$ cat config.mk
export PLATFORM = sky130hd
export DESIGN_NAME = pwo_channel
export DESIGN_NICKNAME = d
export VERILOG_FILES = /design/src/pkg/pwo_pkg.sv /design/src/hw/pwo_channel.sv
export SDC_FILE = /design/constraint.sdc
export NUM_CORES = 1
export LEC_CHECK = 0
export BUFFER_PORTS_ARGS = -buffer_cell sky130_fd_sc_hd__buf_4
export CORE_ASPECT_RATIO = 1.2
export CORE_MARGIN = 2
export CORE_UTILIZATION = 35
export DETAILED_ROUTE_END_ITERATION = 8
export GPL_TIMING_DRIVEN = 1
export MAX_ROUTING_LAYER = met4
export PLACE_DENSITY = 0.63
export REMOVE_ABC_BUFFERS = 1
export SYNTH_ARGS = -nofsm -noshare
export SYNTH_HDL_FRONTEND = slang
export SYNTH_SLANG_ARGS = --single-unit
$ cat constraint.sdc
create_clock -name hclk -period 3.8 [get_ports hclk]
set_clock_uncertainty 0.2 [all_clocks]
set_input_delay 0.19 -clock hclk [delete_from_list [all_inputs] [get_ports hclk]]
set_output_delay 0.19 -clock hclk [all_outputs]
set_load 0.05 [all_outputs]
$ cat src/pkg/pwo_pkg.sv
// Shared constants and carriers for the offset-sync PWM channel
package pwo_pkg;
	// Register byte offsets
	localparam logic [7:0] ADDR_CTRL = 8'h00;
	localparam logic [7:0] ADDR_CLKCON = 8'h04;
	localparam logic [7:0] ADDR_OFSCON = 8'h08;
	localparam logic [7:0] ADDR_LOAD = 8'h0c;
	localparam logic [7:0] ADDR_PHASE = 8'h10;
	localparam logic [7:0] ADDR_DUTY = 8'h14;
	localparam logic [7:0] ADDR_PERIOD = 8'h18;
	localparam logic [7:0] ADDR_OFFSET = 8'h1c;
	localparam logic [7:0] ADDR_TIMER = 8'h20;
	localparam logic [7:0] ADDR_FLAGS = 8'h24;
	// Channel control register fields
	localparam int CTRL_ON_BIT = 7;
	localparam int CTRL_OE_BIT = 6;
	localparam int CTRL_LEVEL_BIT = 5;
	localparam int CTRL_INV_BIT = 4;
	localparam int CTRL_MODE_LSB = 2;
	// Clock control register fields
	localparam int CLK_PS_LSB = 4;
	localparam int CLK_CS_LSB = 0;
	// Offset control register fields
	localparam int OFS_MODE_LSB = 0;
	localparam int OFS_SRC_LSB = 2;
	localparam int OFS_DIR_BIT = 4;
	// Load register and flag register fields
	localparam int LOAD_ARM_BIT = 0;
	localparam int FLAG_PR_BIT = 0;
	localparam int FLAG_DC_BIT = 1;
	localparam int FLAG_PH_BIT = 2;
	localparam int FLAG_OF_BIT = 3;
	// Reset values
	localparam logic [15:0] VAL_RESET = 16'h0000;
	localparam logic [6:0] PRE_RESET = 7'h00;
	// Waveform modes
	typedef enum logic [1:0] {
		WM_STANDARD = 2'b00,
		WM_SET = 2'b01,
		WM_TOGGLE = 2'b10,
		WM_CENTER = 2'b11
	} pwo_wmode_t;
	// Offset modes
	typedef enum logic [1:0] {
		OM_INDEP = 2'b00,
		OM_SYNC = 2'b01,
		OM_ONESHOT = 2'b10,
		OM_CONT = 2'b11
	} pwo_omode_t;
	// Timer run states, Gray coded along off, wait, run, done
	typedef enum logic [1:0] {
		ST_OFF = 2'b00,
		ST_WAIT = 2'b01,
		ST_RUN = 2'b11,
		ST_DONE = 2'b10
	} pwo_state_t;
	// The four compare values, buffered or active
	typedef struct packed {
		logic [15:0] phase_value;
		logic [15:0] duty_cycle_value;
		logic [15:0] period_value;
		logic [15:0] offset_value;
	} pwo_vals_t;
	// Channel configuration bits
	typedef struct packed {
		logic channel_on_bit;
		logic oe;
		logic invert_level_bit;
		pwo_wmode_t waveform_mode_field;
		pwo_omode_t offset_mode_field;
		logic [1:0] sync_source_select;
		logic center_match_direction_bit;
		logic [2:0] prescale;
		logic [1:0] clock_source;
	} pwo_cfg_t;
endpackage

$ cat src/hw/pwo_channel.sv
`timescale 1ns/1ps
// Behaviour
// - 16-bit timer clocked from selected source
// - Standard: rise at phase, fall at duty
// - Standard: restart after period, period+1 ticks
// - Set mode: raise output at phase match
// - Set mode: high until software clear/disable
// - Set mode: level write lands next tick unless phase matches
// - Toggle mode: invert output at phase match
// - Toggle mode: level writes have no effect
// - Center: count up to period, down to 0
// - Center: duty rises counting up, falls down
// - Center: 2*(period+1) ticks, writes ignored
// - Invert bit inverts the pin
// - Level read is resynchronised, lags output
// - Independent: run while enabled, ignore peers
// - Sync start: hold until peer trigger
// - One-shot: start on edge, stop at period in edge modes
// - Continuous: later edges reset timer to 1
// - Four flags set on match rising edges
// - Direction bit picks center offset match slope
// - Reload at period boundary when armed; clears arm
module pwo_channel #(
	parameter int NPEER = 4
) (
	input wire logic hclk,
	input wire logic hresetn,
	input wire logic ce,
	input wire logic hsel,
	input wire logic [31:0] haddr,
	input wire logic [1:0] htrans,
	input wire logic hwrite,
	input wire logic [2:0] hsize,
	input wire logic [31:0] hwdata,
	input wire logic hready,
	output logic hreadyout,
	output logic hresp,
	output logic [31:0] hrdata,
	input wire logic [1:0] clk_src_tick,
	input wire logic [NPEER-1:0] peer_sync_trigger,
	output logic pwm_pin,
	output logic pwm_pin_oe_n,
	output logic offset_match
);
	// Bus state
	logic [31:0] hrdata_ff;
	logic wr_pend_ff;
	logic [7:0] wr_addr_ff;
	// Configuration and compare values
	pwo_pkg::pwo_cfg_t cfg_ff;
	pwo_pkg::pwo_vals_t buf_ff;
	pwo_pkg::pwo_vals_t act_ff;
	logic load_arm_bit_ff;
	logic sw_pend_ff;
	logic sw_val_ff;
	// Timer core
	pwo_pkg::pwo_state_t state_ff;
	pwo_pkg::pwo_state_t nxt_state;
	logic [15:0] channel_timer_ff;
	logic [15:0] nxt_timer;
	logic dir_up_ff;
	logic nxt_dir_up;
	logic out_ff;
	logic nxt_out;
	logic [6:0] pre_cnt_ff;
	// Flags and edge history
	logic [3:0] flags_ff;
	logic [3:0] hit_prev_ff;
	// Synchronisers
	logic [1:0] src_s1_ff;
	logic [1:0] src_s2_ff;
	logic [1:0] src_s3_ff;
	logic [NPEER-1:0] peer_s1_ff;
	logic [NPEER-1:0] peer_s2_ff;
	logic [NPEER-1:0] peer_s3_ff;
	logic lvl_s1_ff;
	logic pin_level_bit_ff;
	// Output flops
	logic pwm_pin_ff;
	logic pwm_pin_oe_n_ff;
	logic offset_match_ff;

	// Address phase decode
	wire addr_take = hsel & hready & htrans[1];
	wire wr_take = addr_take & hwrite;
	wire rd_take = addr_take & ~hwrite;
	wire [7:0] a_lo = haddr[7:0];
	wire in_map = (haddr[31:8] == 24'h000000);
	// Data phase write strobes
	wire wr_ctrl = wr_pend_ff & (wr_addr_ff == pwo_pkg::ADDR_CTRL);
	wire wr_clk = wr_pend_ff & (wr_addr_ff == pwo_pkg::ADDR_CLKCON);
	wire wr_ofs = wr_pend_ff & (wr_addr_ff == pwo_pkg::ADDR_OFSCON);
	wire wr_load = wr_pend_ff & (wr_addr_ff == pwo_pkg::ADDR_LOAD);
	wire wr_ph = wr_pend_ff & (wr_addr_ff == pwo_pkg::ADDR_PHASE);
	wire wr_dc = wr_pend_ff & (wr_addr_ff == pwo_pkg::ADDR_DUTY);
	wire wr_pr = wr_pend_ff & (wr_addr_ff == pwo_pkg::ADDR_PERIOD);
	wire wr_of = wr_pend_ff & (wr_addr_ff == pwo_pkg::ADDR_OFFSET);
	wire wr_flags = wr_pend_ff & (wr_addr_ff == pwo_pkg::ADDR_FLAGS);
	wire arm_set = wr_load & hwdata[pwo_pkg::LOAD_ARM_BIT];

	// Register views for reading
	wire [31:0] ctrl_view = {24'h000000, cfg_ff.channel_on_bit, cfg_ff.oe, pin_level_bit_ff,
		cfg_ff.invert_level_bit, cfg_ff.waveform_mode_field, 2'b00};
	wire [31:0] clk_view = {25'h0000000, cfg_ff.prescale, 2'b00, cfg_ff.clock_source};
	wire [31:0] ofs_view = {27'h0000000, cfg_ff.center_match_direction_bit,
		cfg_ff.sync_source_select, cfg_ff.offset_mode_field};
	// Read mux; unmapped addresses read zero
	wire [31:0] rd_data = !in_map ? 32'h00000000 :
		(a_lo == pwo_pkg::ADDR_CTRL) ? ctrl_view :
		(a_lo == pwo_pkg::ADDR_CLKCON) ? clk_view :
		(a_lo == pwo_pkg::ADDR_OFSCON) ? ofs_view :
		(a_lo == pwo_pkg::ADDR_LOAD) ? {31'h00000000, load_arm_bit_ff} :
		(a_lo == pwo_pkg::ADDR_PHASE) ? {16'h0000, buf_ff.phase_value} :
		(a_lo == pwo_pkg::ADDR_DUTY) ? {16'h0000, buf_ff.duty_cycle_value} :
		(a_lo == pwo_pkg::ADDR_PERIOD) ? {16'h0000, buf_ff.period_value} :
		(a_lo == pwo_pkg::ADDR_OFFSET) ? {16'h0000, buf_ff.offset_value} :
		(a_lo == pwo_pkg::ADDR_TIMER) ? {16'h0000, channel_timer_ff} :
		(a_lo == pwo_pkg::ADDR_FLAGS) ? {28'h0000000, flags_ff} : 32'h00000000;

	// Clock source select and prescaler
	wire [1:0] src_rise = src_s2_ff & ~src_s3_ff;
	wire src_pulse = (cfg_ff.clock_source == 2'b00) ? 1'b1 :
		(cfg_ff.clock_source == 2'b01) ? src_rise[0] :
		(cfg_ff.clock_source == 2'b10) ? src_rise[1] : 1'b0;
	wire [7:0] pre_shift = 8'h01 << cfg_ff.prescale;
	wire [6:0] pre_limit = 7'(pre_shift - 8'h01);
	// At or above the limit, so a smaller prescale written mid-count never waits for a wrap
	wire tick = ce & src_pulse & (pre_cnt_ff >= pre_limit);

	// Peer trigger select and edge
	wire peer_lvl = peer_s2_ff[cfg_ff.sync_source_select];
	wire peer_old = peer_s3_ff[cfg_ff.sync_source_select];
	wire peer_rise = ce & peer_lvl & ~peer_old;

	// Compare hits against the active values
	wire running = (state_ff == pwo_pkg::ST_RUN);
	wire is_center = (cfg_ff.waveform_mode_field == pwo_pkg::WM_CENTER);
	wire ph_eq = (channel_timer_ff == act_ff.phase_value);
	wire dc_eq = (channel_timer_ff == act_ff.duty_cycle_value);
	wire pr_eq = (channel_timer_ff == act_ff.period_value);
	wire of_eq = (channel_timer_ff == act_ff.offset_value);
	// Offset match slope only matters in center mode
	wire of_slope = !is_center | (dir_up_ff != cfg_ff.center_match_direction_bit);
	wire [3:0] hits = {running & of_eq & of_slope, running & ph_eq,
		running & dc_eq, running & pr_eq};
	wire tick_run = tick & running;
	// Period boundary: wrap in edge modes, bottom turn in center mode
	wire bound = tick_run & (is_center ? (!dir_up_ff & channel_timer_ff == 16'h0000) : pr_eq);
	wire do_load = ce & load_arm_bit_ff & (bound | !cfg_ff.channel_on_bit);

	// Bus slave: zero wait states, always OKAY
	always_ff @(posedge hclk or negedge hresetn) begin
		if (!hresetn) begin
			wr_pend_ff <= 1'b0;
			wr_addr_ff <= 8'h00;
			hrdata_ff <= 32'h00000000;
		end else begin
			wr_pend_ff <= wr_take & in_map;
			wr_addr_ff <= a_lo;
			if (rd_take) begin
				hrdata_ff <= rd_data;
			end
		end
	end

	// Configuration writes; bus access is not frozen by the clock enable
	always_ff @(posedge hclk or negedge hresetn) begin
		if (!hresetn) begin
			cfg_ff <= '0;
			buf_ff <= '0;
		end else begin
			if (wr_ctrl) begin
				cfg_ff.channel_on_bit <= hwdata[pwo_pkg::CTRL_ON_BIT];
				cfg_ff.oe <= hwdata[pwo_pkg::CTRL_OE_BIT];
				cfg_ff.invert_level_bit <= hwdata[pwo_pkg::CTRL_INV_BIT];
				cfg_ff.waveform_mode_field <= pwo_pkg::pwo_wmode_t'(hwdata[pwo_pkg::CTRL_MODE_LSB +: 2]);
			end
			if (wr_clk) begin
				cfg_ff.prescale <= hwdata[pwo_pkg::CLK_PS_LSB +: 3];
				cfg_ff.clock_source <= hwdata[pwo_pkg::CLK_CS_LSB +: 2];
			end
			if (wr_ofs) begin
				cfg_ff.offset_mode_field <= pwo_pkg::pwo_omode_t'(hwdata[pwo_pkg::OFS_MODE_LSB +: 2]);
				cfg_ff.sync_source_select <= hwdata[pwo_pkg::OFS_SRC_LSB +: 2];
				cfg_ff.center_match_direction_bit <= hwdata[pwo_pkg::OFS_DIR_BIT];
			end
			// Writes go to the buffer only, never straight to the compare
			if (wr_ph) buf_ff.phase_value <= hwdata[15:0];
			if (wr_dc) buf_ff.duty_cycle_value <= hwdata[15:0];
			if (wr_pr) buf_ff.period_value <= hwdata[15:0];
			if (wr_of) buf_ff.offset_value <= hwdata[15:0];
		end
	end

	// Reload of active values; a fresh arm write wins over the clear
	always_ff @(posedge hclk or negedge hresetn) begin
		if (!hresetn) begin
			act_ff <= '0;
			load_arm_bit_ff <= 1'b0;
		end else begin
			if (do_load) begin
				act_ff <= buf_ff;
			end
			if (arm_set) begin
				load_arm_bit_ff <= 1'b1;
			end else if (do_load) begin
				load_arm_bit_ff <= 1'b0;
			end
		end
	end

	// Pending level write, only taken in set mode
	always_ff @(posedge hclk or negedge hresetn) begin
		if (!hresetn) begin
			sw_pend_ff <= 1'b0;
			sw_val_ff <= 1'b0;
		end else if (wr_ctrl && cfg_ff.waveform_mode_field == pwo_pkg::WM_SET) begin
			sw_pend_ff <= 1'b1;
			sw_val_ff <= hwdata[pwo_pkg::CTRL_LEVEL_BIT];
		end else if (tick) begin
			sw_pend_ff <= 1'b0;
		end
	end

	// Timer state, count and direction
	always_comb begin
		nxt_state = state_ff;
		nxt_timer = channel_timer_ff;
		nxt_dir_up = dir_up_ff;
		if (!cfg_ff.channel_on_bit) begin
			nxt_state = pwo_pkg::ST_OFF;
			nxt_timer = pwo_pkg::VAL_RESET;
			nxt_dir_up = 1'b1;
		end else begin
			case (state_ff)
				pwo_pkg::ST_OFF: begin
					// Independent mode starts at once; others wait for a peer
					nxt_state = (cfg_ff.offset_mode_field == pwo_pkg::OM_INDEP) ?
						pwo_pkg::ST_RUN : pwo_pkg::ST_WAIT;
				end
				pwo_pkg::ST_WAIT, pwo_pkg::ST_DONE: begin
					if (peer_rise) begin
						nxt_state = pwo_pkg::ST_RUN;
					end
				end
				default: begin
					if (cfg_ff.offset_mode_field == pwo_pkg::OM_CONT && peer_rise) begin
						nxt_timer = 16'h0001;
					end else if (tick && is_center) begin
						// Each end value is held one extra tick: 2*(period+1)
						if (dir_up_ff) begin
							if (pr_eq) nxt_dir_up = 1'b0;
							else nxt_timer = channel_timer_ff + 16'h0001;
						end else begin
							if (channel_timer_ff == 16'h0000) nxt_dir_up = 1'b1;
							else nxt_timer = channel_timer_ff - 16'h0001;
						end
					end else if (tick) begin
						if (pr_eq) begin
							nxt_timer = pwo_pkg::VAL_RESET;
							if (cfg_ff.offset_mode_field == pwo_pkg::OM_ONESHOT) begin
								nxt_state = pwo_pkg::ST_DONE;
							end
						end else begin
							nxt_timer = channel_timer_ff + 16'h0001;
						end
					end
				end
			endcase
		end
	end

	// Output level per waveform mode, evaluated on channel ticks
	always_comb begin
		nxt_out = out_ff;
		if (!cfg_ff.channel_on_bit) begin
			nxt_out = 1'b0;
		end else begin
			case (cfg_ff.waveform_mode_field)
				pwo_pkg::WM_STANDARD: begin
					// Duty wins if phase and duty are equal
					if (tick_run && dc_eq) nxt_out = 1'b0;
					else if (tick_run && ph_eq) nxt_out = 1'b1;
				end
				pwo_pkg::WM_SET: begin
					if (tick_run && ph_eq) nxt_out = 1'b1;
					else if (tick && sw_pend_ff) nxt_out = sw_val_ff;
				end
				pwo_pkg::WM_TOGGLE: begin
					// Level writes never reach this branch
					if (tick_run && ph_eq) nxt_out = ~out_ff;
				end
				default: begin
					if (tick_run && dc_eq) nxt_out = dir_up_ff;
				end
			endcase
		end
	end

	// Core flops, frozen while the clock enable is low
	always_ff @(posedge hclk or negedge hresetn) begin
		if (!hresetn) begin
			state_ff <= pwo_pkg::ST_OFF;
			channel_timer_ff <= pwo_pkg::VAL_RESET;
			dir_up_ff <= 1'b1;
			out_ff <= 1'b0;
			hit_prev_ff <= 4'h0;
		end else if (ce) begin
			state_ff <= nxt_state;
			channel_timer_ff <= nxt_timer;
			dir_up_ff <= nxt_dir_up;
			out_ff <= nxt_out;
			hit_prev_ff <= hits;
		end
	end

	// Prescaler count
	always_ff @(posedge hclk or negedge hresetn) begin
		if (!hresetn) begin
			pre_cnt_ff <= pwo_pkg::PRE_RESET;
		end else if (ce && src_pulse) begin
			pre_cnt_ff <= tick ? pwo_pkg::PRE_RESET : pre_cnt_ff + 7'h01;
		end
	end

	// Match flags: set on rising edge, write one to clear, set wins
	generate
		for (genvar i = 0; i < 4; i++) begin : g_flag
			always_ff @(posedge hclk or negedge hresetn) begin
				if (!hresetn) begin
					flags_ff[i] <= 1'b0;
				end else if (ce && hits[i] && !hit_prev_ff[i]) begin
					flags_ff[i] <= 1'b1;
				end else if (wr_flags && hwdata[i]) begin
					flags_ff[i] <= 1'b0;
				end
			end
		end
	endgenerate

	// Two-flop synchronisers plus edge history; first stage feeds only the second
	always_ff @(posedge hclk or negedge hresetn) begin
		if (!hresetn) begin
			src_s1_ff <= 2'b00;
			src_s2_ff <= 2'b00;
			src_s3_ff <= 2'b00;
			peer_s1_ff <= '0;
			peer_s2_ff <= '0;
			peer_s3_ff <= '0;
		end else if (ce) begin
			src_s1_ff <= clk_src_tick;
			src_s2_ff <= src_s1_ff;
			src_s3_ff <= src_s2_ff;
			peer_s1_ff <= peer_sync_trigger;
			peer_s2_ff <= peer_s1_ff;
			peer_s3_ff <= peer_s2_ff;
		end
	end

	// Pin drive one stage and level readback two stages behind the output
	always_ff @(posedge hclk or negedge hresetn) begin
		if (!hresetn) begin
			pwm_pin_ff <= 1'b0;
			pwm_pin_oe_n_ff <= 1'b1;
			offset_match_ff <= 1'b0;
			lvl_s1_ff <= 1'b0;
			pin_level_bit_ff <= 1'b0;
		end else if (ce) begin
			pwm_pin_ff <= out_ff ^ cfg_ff.invert_level_bit;
			pwm_pin_oe_n_ff <= ~cfg_ff.oe;
			offset_match_ff <= hits[3];
			lvl_s1_ff <= out_ff;
			pin_level_bit_ff <= lvl_s1_ff;
		end
	end

	assign hreadyout = 1'b1;
	assign hresp = 1'b0;
	assign hrdata = hrdata_ff;
	assign pwm_pin = pwm_pin_ff;
	assign pwm_pin_oe_n = pwm_pin_oe_n_ff;
	assign offset_match = offset_match_ff;
endmodule

# Yosys cells after proc, flatten, opt, wreduce, memory -nomap -nowiden
# Index checks and enable logic that the tools add are counted.
# W data, S select, Z words.
[totals]
inputBits = 81
out_inout_bits = 37
latch_bits = 0
rom_bits = 0
ramBits = 0
mem_count = 0
reg_bits = 245
[op_classes]
order_cmp = 2
bitwise = 38
n_div = 0
add_sub_neg = 4
shifts = 1
mul = 0
n_reduce_logical = 46
mux = 65
n_eq_ne = 48
[op_table]
columns = ["op", "n"]
rows = [
  ["$mux W16", 19],
  ["$eq A16 B16 Y1", 4],
  ["$eq A8 B5 Y1 const B", 8],
  ["$eq A8 B4 Y1 const B", 4],
  ["$mux W1", 32],
  ["$and A1 B1 Y1", 29],
  ["$eq A8 B6 Y1 const B", 3],
  ["$logic_not A24 Y1", 1],
  ["$logic_and A1 B1 Y1", 19],
  ["$add A16 B1 Y16 const B", 1],
  ["$eq A8 B3 Y1 const B", 2],
  ["$logic_not A16 Y1", 1],
  ["$logic_not A8 Y1", 2],
  ["$mux W2", 8],
  ["$ne A4 B1 Y1 const B", 4],
  ["$sub A16 B1 Y16 const B", 1],
  ["$eq A2 B2 Y1 const B", 7],
  ["$ne A4 B2 Y1 const B", 3],
  ["$reduce_bool A2 Y1", 6],
  ["$ne A5 B5 Y1 const B", 2],
  ["$reduce_and A5 Y1", 2],
  ["$logic_not A2 Y1", 4],
  ["$add A7 B1 Y7 const B", 1],
  ["$ge A7 B7 Y1", 1],
  ["other kinds (25)", 40],
]

# Depth between registers and ports, before layout
# Gate-level depths: netlist of the first run.
[depth]
word_depth = 13
mapped_depth = 12
depth_no_buf = 9

# Worst setup path before layout of the first run
# No wires, ideal clock.
[synth_timing]
kind = "register -> register"
start = "register cfg_ff[3] in the netlist's numbering"
end = "register channel_timer_ff[12]"
n_path_buf = 3
t_arrival_ns = 2.741
required_ns = 3.454
setup_slack_ns = 0.714
period_less_slack_ns = 3.086
setup_ns = 0.146
path_stages_with_launch = 13
path_cell_list = "dfrtp_1 or3_1 ha_1 nor2b_1 o21ai_0 a41o_1 buf_2 nand2_1 a21oi_1 o221a_2 buf_2 buf_2 a31oi_1"
[synth_between]
elab_chain_len = 9
word_cells_on_any_way = 13
classes_between = "1 x add/sub; 1 x order compare; 3 x eq/ne; 1 x shift; 4 x mux; 1 x bitwise; 2 x reduce/logical"
[synth_rtl]
columns = ["item", "line", "rtl"]
rows = [
  ["start, declared", "pwo_channel.sv:50", "pwo_pkg::pwo_cfg_t cfg_ff;"],
  ["$shl A1 B3 Y7 *", "pwo_channel.sv:125", "wire [7:0] pre_shift = 8'h01 << cfg_ff.prescale;"],
  ["$sub A7 B1 Y7 *", "pwo_channel.sv:126", "wire [6:0] pre_limit = 7'(pre_shift - 8'h01);"],
  ["$ge A7 B7 Y1 *", "pwo_channel.sv:128", "wire tick = ce & src_pulse & (pre_cnt_ff >= pre_limit);"],
  ["$and A1 B1 Y1 *", "pwo_channel.sv:128", ""],
  ["$logic_and A1 B1 Y1", "pwo_channel.sv:249", "end else if (tick && is_center) begin"],
  ["$mux W16", "pwo_channel.sv:249", ""],
  ["$mux W16", "pwo_channel.sv:247", "if (cfg_ff.offset_mode_field == pwo_pkg::OM_CONT && peer_rise) begin"],
  ["$mux W16", "pwo_channel.sv:235", "case (state_ff)"],
  ["$mux W16", "pwo_channel.sv:230", "if (!cfg_ff.channel_on_bit) begin"],
  ["end signal, assigned", "pwo_channel.sv:304", "channel_timer_ff <= pwo_pkg::VAL_RESET;"],
  ["end signal, assigned", "pwo_channel.sv:310", "channel_timer_ff <= nxt_timer;"],
  ["end, declared", "pwo_channel.sv:59", "logic [15:0] channel_timer_ff;"],
]
# Every way passes the cells marked *; elsewhere a longest branch is shown, timed or not. The select of a mux whose other input is x is not followed.
# A chain may end at the register's enable or synchronous reset.

# Final worst setup path of the first run
[layout_timing]
start = "register cfg_ff[3] in the netlist's numbering"
end = "register channel_timer_ff[5]"
# Same word-level chain as after synthesis.

==> summary.txt, run 1 <==
Run status
  • Status: finished, final reports clean

Worst setup path
  • Worst r2r src: cfg_ff[3]
  • Kind of critical path: reg2reg
  • Flop-to-flop setup slack: 0.32 ns
  • Crit-path max FO: 17
  • CP arrival: 3.72 ns
  • CP Capture Type: flip-flop
  • CP max stage delay: 0.78 ns
  • Critical Path Most Common Cell: a31oi_1
  • Buf+Inv Stages, Crit Path: 1
  • Critical path startpoint category: flip-flop
  • Critical path's top delay family: simple AND/OR/NAND/NOR gates
  • Cells along the critical path: or3_1 > ha_1 > nor2b_1 > o21ai_0 > a41o_1 > buf_4 > a21boi_1 > nor2_1 > a31oi_1 > a31oi_1
  • CP max-delay cell: nor2_1
  • Req. time, crit path: 4.04 ns
  • Reg2Reg Depth: 10
  • Terminus of the critical flop-to-flop path: channel_timer_ff[5]

Flow run
  • MaxCap Viol Count: 0

Final layout
  • N_diodes: 0
  • Most frequent cells in the layout: dfrtp_1, buf_4, mux2_2
  • Post-Layout Cell Count: 1,533
  • Fin util: 42.4%
  • Layout cells sized above 1: 23.7%
  • Area grow syn2layout: 19.5%
  • Commonest non-fill, non-tap cell in the layout: dfrtp_1
  • Layout Nets: 1,203

Placement
  • Placed cells: 1,451
  • Post-DP HPWL: 21.8 mm
  • Port bufs: 79
  • Final GP Congestion: 0.900

Power
  • Pwr Density: 419 nW/um^2
  • VDD IR-drop max: 0.317 mV
  • Leak Pwr: 6.35 nW

Timing
  • Slew HR: 32.8%
  • RSZ-0062 raised after global routing: no
  • Total negative slack: 0 ns
  • Fin crit share: 91.6%
  • Worst-margin pin slew: 1.00 ns
  • Slew Viols, Final: 0
  • Time the worst path needs with I/O delays and setup: 3.48 ns
  • Final hold violations: 0
  • Setup violators final: 0
  • Fmax: 0.287 GHz

Clock tree
  • Worst skew pair latency: 0.52 ns
  • CTS max path bufs: 3
  • # clock sinks: 228
  • CTS buffer count: 24
  • H-tree levels: 1
  • Cts repair resizes: 0
  • Clock-pin slew on the worst setup and hold paths: 0.06 ns
  • Root Driver: clkbuf_16
  • CTS tree: done

Logic synthesis
  • Post-synth EDFFs: 0
  • Mapped Area: 11,400 um^2
  • Most used DFF post-synth: dfrtp_1
  • Syn Inst Count: 990
  • Syn_area_per_cell: 11.6 um^2
  • Netlist cell types: 69
  • Seq/Total Area, Yosys: 49.9%
  • Fraction of registers with async set/reset: 100%
  • Warnings from Yosys: 0
  • #FFs+latches synth: 228

Min path
  • Worst Hold Class: in2async

Drt
  • Number of remaining DRC errors: 0
  • DRT Pass-1 Iters: 5
  • Drt wl/cell: 20.6 um
  • DRT Wirelength: 31.6 mm
  • Starting DRT DRC Count: 714
  • Antenna-violating nets left: 0
  • Via count: 8,508
  • Drt via density: 5.55

GRT
  • First-pass GRT wire length: 50.2 mm
  • Largest net degree at the start of global routing: 105
  • Grt ovf: 0
  • Antenna violations before repair: 0
  • Vias in the first global route: 8,906
  • Total global-route track usage: 19.1%

Die
  • Die area: 34,100 um^2
  • Initial core utilization: 35.5%
  • Row cnt: 72
  • Core Region: 32,300 um^2
  • Die Wd: 169 um
  • # IOs: 118
  • Die extent in y: 202 um
kinds of logic (layout without fill, tap and decap cells):
kind of cell	count (synthesis)	in the layout	share of synthesized area, %
xor+xnor	67	67	5.13
compound gates	165	165	10.4
mux	174	174	17.1
buf+inv	98	218	4.42
fa+ha+maj	14	14	1.53
simple gates	242	242	11.4
other cells	2	18	0.0657
flops	228	228	49.9
flip-flops by register name, indices dropped and copies added, names as in the netlist, 2 cells and up:
| register | flops |
|---|---|
| src_s3_ff | 2 |
| hit_prev_ff | 4 |
| peer_s1_ff | 4 |
| pre_cnt_ff | 7 |
| peer_s2_ff | 4 |
| act_ff | 64 |
| state_ff | 2 |
| hrdata | 16 |
| src_s1_ff | 2 |
| flags_ff | 4 |
| cfg_ff | 15 |
| src_s2_ff | 2 |
| buf_ff | 64 |
| wr_addr_ff | 8 |
| peer_s3_ff | 4 |
| channel_timer_ff | 16 |
power breakdown:
group / internal, mW / switching (mW)
clock: 1.38 / 0.991
combinational: 0.297 / 0.406
sequential: 2.52 / 0.121
total: 4.20 / 1.52
through the flow:
step                power [mW]  worst slack, ns  hold slack, ns  area, um^2
floorplan                 3.05            0.263          -0.306       11100
global placement          3.35            0.392          0.0979       12500
detailed placement        3.36            0.342          0.0960       12500
CTS                       5.75            0.346           0.133       13700
global route              5.94           0.0741           0.163       13700
finish                    5.72            0.320          0.0888       13700
layout make-up:
cell class	instances	area, um^2
clock buffer	36	717
tap	407	509
sequential	228	5710
clock inverter	8	81.3
fill	3046	18600
multi-input combinational	680	5280
timing repair buffer	153	1290
inverter	21	78.8
Yosys cell counts, drive strengths merged (3+ instances only):
master | instances | area (um^2)
a22o | 11 | 96.3
clkbuf | 33 | 124
a21oi | 16 | 80.1
a31oi | 29 | 181
a211o | 3 | 26.3
nor3b | 4 | 30.0
buf | 44 | 303
nor3 | 13 | 76.3
and3 | 10 | 62.6
nor4b | 4 | 35.0
a221o | 4 | 41.3
o211ai | 3 | 22.5
nand4 | 24 | 150
nor2 | 28 | 108
nor2b | 5 | 31.3
xnor2 | 55 | 482
mux2 | 164 | 1850
nand2b | 10 | 62.6
and2 | 7 | 43.8
xor2 | 12 | 105
nor4 | 16 | 106
mux2i | 9 | 90.1
nand2 | 66 | 248
o22ai | 6 | 37.5
o21ai | 31 | 159
ha | 14 | 175
or3 | 18 | 113
a211oi | 4 | 30.0
o31ai | 7 | 52.6
nand3 | 27 | 148
and4 | 3 | 26.3
a22oi | 14 | 105
dfrtp | 226 | 5660
inv | 21 | 78.8
a222oi | 13 | 130
a221oi | 8 | 76.3
repair_timing:
item                      CTS  global route
hold endpoints to repair  207             0
hold buffers               38             0
buffers inserted            0             0
how the worst max path moves through the flow:
stage	endpoint	from	cells past startpoint
after floorplan	act_ff[10]	cfg_ff[3]	9
after global placement	channel_timer_ff[13]	cfg_ff[3]	10
after detailed placement	channel_timer_ff[5]	cfg_ff[3]	10
after CTS	channel_timer_ff[5]	cfg_ff[3]	10
after global routing	channel_timer_ff[10]	cfg_ff[3]	10
final	channel_timer_ff[5]	cfg_ff[3]	10
worst register-to-register path, cell delays in order, from the launching register on:
cell      delay (ns)
dfrtp_1         0.47
or3_1           0.41
ha_1            0.28
nor2b_1         0.04
o21ai_0         0.26
a41o_1          0.23
buf_4           0.22
a21boi_1        0.12
nor2_1          0.78
a31oi_1         0.20
a31oi_1         0.19
layer usage:
metal	share of wire, %	global-route usage, %
met5	0	-
met4	2.7	6.29
met3	5.0	2.23
met2	51	32.8
met1	41	23.6
(Power assumes the default switching activity.)
==> run 2: changes to the inputs <==
- CTS_BUF_LIST: unset -> sky130_fd_sc_hd__clkbuf_2 sky130_fd_sc_hd__clkbuf_4 sky130_fd_sc_hd__clkbuf_8
==> summary.txt, run 2 (synthesized netlist as in run 1, its figures left out) <==
Clock tree
  • Cts repair resizes: 0 (unchanged)
  • CTS max path bufs: 3 (unchanged)
  • CTS tree: done (unchanged)
  • # clock sinks: 228 (unchanged)
  • Worst skew pair latency: 0.57 ns (was 0.52 ns)
  • CTS buffer count: 38 (was 24)
  • Root Driver: clkbuf_8 (was clkbuf_16)
  • H-tree levels: 2 (was 1)
  • Clock-pin slew on the worst setup and hold paths: 0.06 ns (about the same)

Die
  • Row cnt: 72 (unchanged)
  • # IOs: 118 (unchanged)
  • Die Wd: 169 um (unchanged)
  • Initial core utilization: 35.5% (unchanged)
  • Core Region: 32,300 um^2 (unchanged)
  • Die area: 34,100 um^2 (unchanged)
  • Die extent in y: 202 um (unchanged)

Timing
  • RSZ-0062 raised after global routing: no (unchanged)
  • WHS: 0.0803 ns (was 0.0888 ns)
  • Setup violators final: 0 (unchanged)
  • Fmax: 0.291 GHz (was 0.287 GHz)
  • Total negative slack: 0 ns (unchanged)
  • Worst-margin pin slew: 0.982 ns (was 1.00 ns)
  • Final hold violations: 0 (unchanged)
  • Slew Viols, Final: 0 (unchanged)
  • Fin crit share: 90.6% (was 91.6%)
  • Time the worst path needs with I/O delays and setup: 3.44 ns (was 3.48 ns)
  • Slew HR: 34.3% (was 32.8%)

Run status
  • Status: finished, final reports clean (unchanged)

Worst setup path
  • CP arrival: 3.72 ns (about the same)
  • Critical path's top delay family: simple AND/OR/NAND/NOR gates (unchanged)
  • Critical Path Most Common Cell: a31oi_1 (unchanged)
  • CP max-delay cell: nor2_1 (unchanged)
  • Req. time, crit path: 4.08 ns (was 4.04 ns)
  • Crit-path max FO: 17 (unchanged)
  • CP max stage delay: 0.76 ns (was 0.78 ns)
  • Buf+Inv Stages, Crit Path: 1 (unchanged)
  • CP Capture Type: flip-flop (unchanged)
  • Levels on crit path: 10 (unchanged)
  • Cells along the critical path: or3_1 > ha_1 > nor2b_1 > o21ai_0 > a41o_1 > buf_4 > a21boi_1 > nor2_1 > a31oi_1 > a31oi_1 (unchanged)
  • Critical path startpoint category: flip-flop (unchanged)
  • Flop-to-flop setup slack: 0.36 ns (was 0.32 ns)
  • Kind of critical path: reg2reg (unchanged)
  • Reg2Reg Depth: 10 (unchanged)

Final layout
  • Layout Nets: 1,217 (was 1,203)
  • Layout cells sized above 1: 25.6% (was 23.7%)
  • Commonest non-fill, non-tap cell in the layout: dfrtp_1 (unchanged)
  • N_diodes: 0 (unchanged)
  • Largest regs: act_ff x64, buf_ff x64 (unchanged)
  • Area grow syn2layout: 20.1% (was 19.5%)
  • Most frequent cells in the layout: dfrtp_1, buf_4, mux2_2 (unchanged)
  • Fin util: 42.6% (was 42.4%)

GRT
  • First-pass GRT wire length: 50.6 mm (was 50.2 mm)
  • Total global-route track usage: 19.5% (was 19.1%)
  • Vias in the first global route: 9,010 (was 8,906)
  • Grt ovf: 0 (unchanged)
  • Largest net degree at the start of global routing: 105 (unchanged)
  • Antenna violations before repair: 0 (unchanged)

Power
  • Leak Pwr: 6.42 nW (was 6.35 nW)
  • Logic gate share of total power: 12.0% (was 12.3%)
  • Pwr Density: 425 nW/um^2 (was 419 nW/um^2)
  • Pwr Total: 5.84 mW (was 5.72 mW)
  • Clock network power share: 42.7% (was 41.4%)
  • Sequential share of power: 45.3% (was 46.3%)
  • VDD IR-drop max: 0.258 mV (was 0.317 mV)
  • Internal power: 4.32 mW (was 4.20 mW)
  • Switch share: 26.0% (was 26.6%)
  • Switching power of the nets: 1.52 mW (about the same)

Drt
  • Antenna-violating nets left: 0 (unchanged)
  • Starting DRT DRC Count: 635 (was 714)
  • DRT Wirelength: 31.8 mm (was 31.6 mm)
  • Number of remaining DRC errors: 0 (unchanged)
  • Drt wl/cell: 20.5 um (was 20.6 um)
  • Via count: 8,579 (was 8,508)
  • DRT Pass-1 Iters: 5 (unchanged)
  • Drt via density: 5.52 (was 5.55)

Flow run
  • MaxCap Viol Count: 0 (unchanged)

Placement
  • Port bufs: 79 (unchanged)
  • Final GP Congestion: 0.900 (unchanged)
  • Post-DP HPWL: 21.8 mm (unchanged)

Min path
  • Worst Hold Class: in2async (unchanged)
-- run 2: final cells by class --
class                      instances  area [um^2]
inverter                          21         78.8
clock buffer                      57          734
fill                            3051        18500
sequential                       228         5710
timing repair buffer             153         1290
clock inverter                     7          138
multi-input combinational        680         5280
tap                              407          509
-- run 2: worst reg2reg max path, delay by kind of cell, from the launching register on --
family | cells | cell delay (ns)
adder cells (fa/ha/maj) | 1 | 0.28
AND/OR/NAND/NOR | 3 | 1.21
flip-flops | 1 | 0.47
buffers and inverters | 1 | 0.22
AO/OA/AOI/OAI | 5 | 0.98
-- run 2: final timing paths --
check	startpoint	to
max	cfg_ff[3]	channel_timer_ff[5]
min	hresetn	peer_s1_ff[1]
max reg2reg	cfg_ff[3]	channel_timer_ff[5]
min reg2reg	hit_prev_ff[0]	flags_ff[0]
max in group asynchronous	hresetn	buf_ff[15]
min in group hclk	haddr[18]	hrdata[3]
-- run 2: timing repair --
item                      CTS  global route
hold endpoints to repair  210             0
buffers inserted            0             0
hold buffers               38             0
-- run 2: through the flow --
stage,instance area [um^2],instances,worst slack [ns]
6_report,13700,1553,0.359
3_5_place_dp,12500,1451,0.342
4_1_cts,13700,1553,0.359
3_3_place_gp,12500,1451,0.392
2_1_floorplan,11100,929,0.263
5_1_grt,13700,1553,0.0901
-- run 2: power groups by stage --
stage               clock [mW]  combinational (mW)  sequential [mW]
floorplan                    0               0.381             2.67
global placement             0               0.666             2.68
detailed placement           0               0.674             2.68
CTS                       2.55               0.706             2.64
global route              2.66               0.781             2.66
finish                    2.50               0.702             2.65
-- run 2: metal layers --
layer | track usage [%] | wire, um | up-vias
li1 | - | - | 3878
met1 | 23.7 | 13100 | 4370
met2 | 32.7 | 15900 | 257
met3 | 2.82 | 1590 | 74
met4 | 7.94 | 1150 | 0
met5 | - | 0 | -
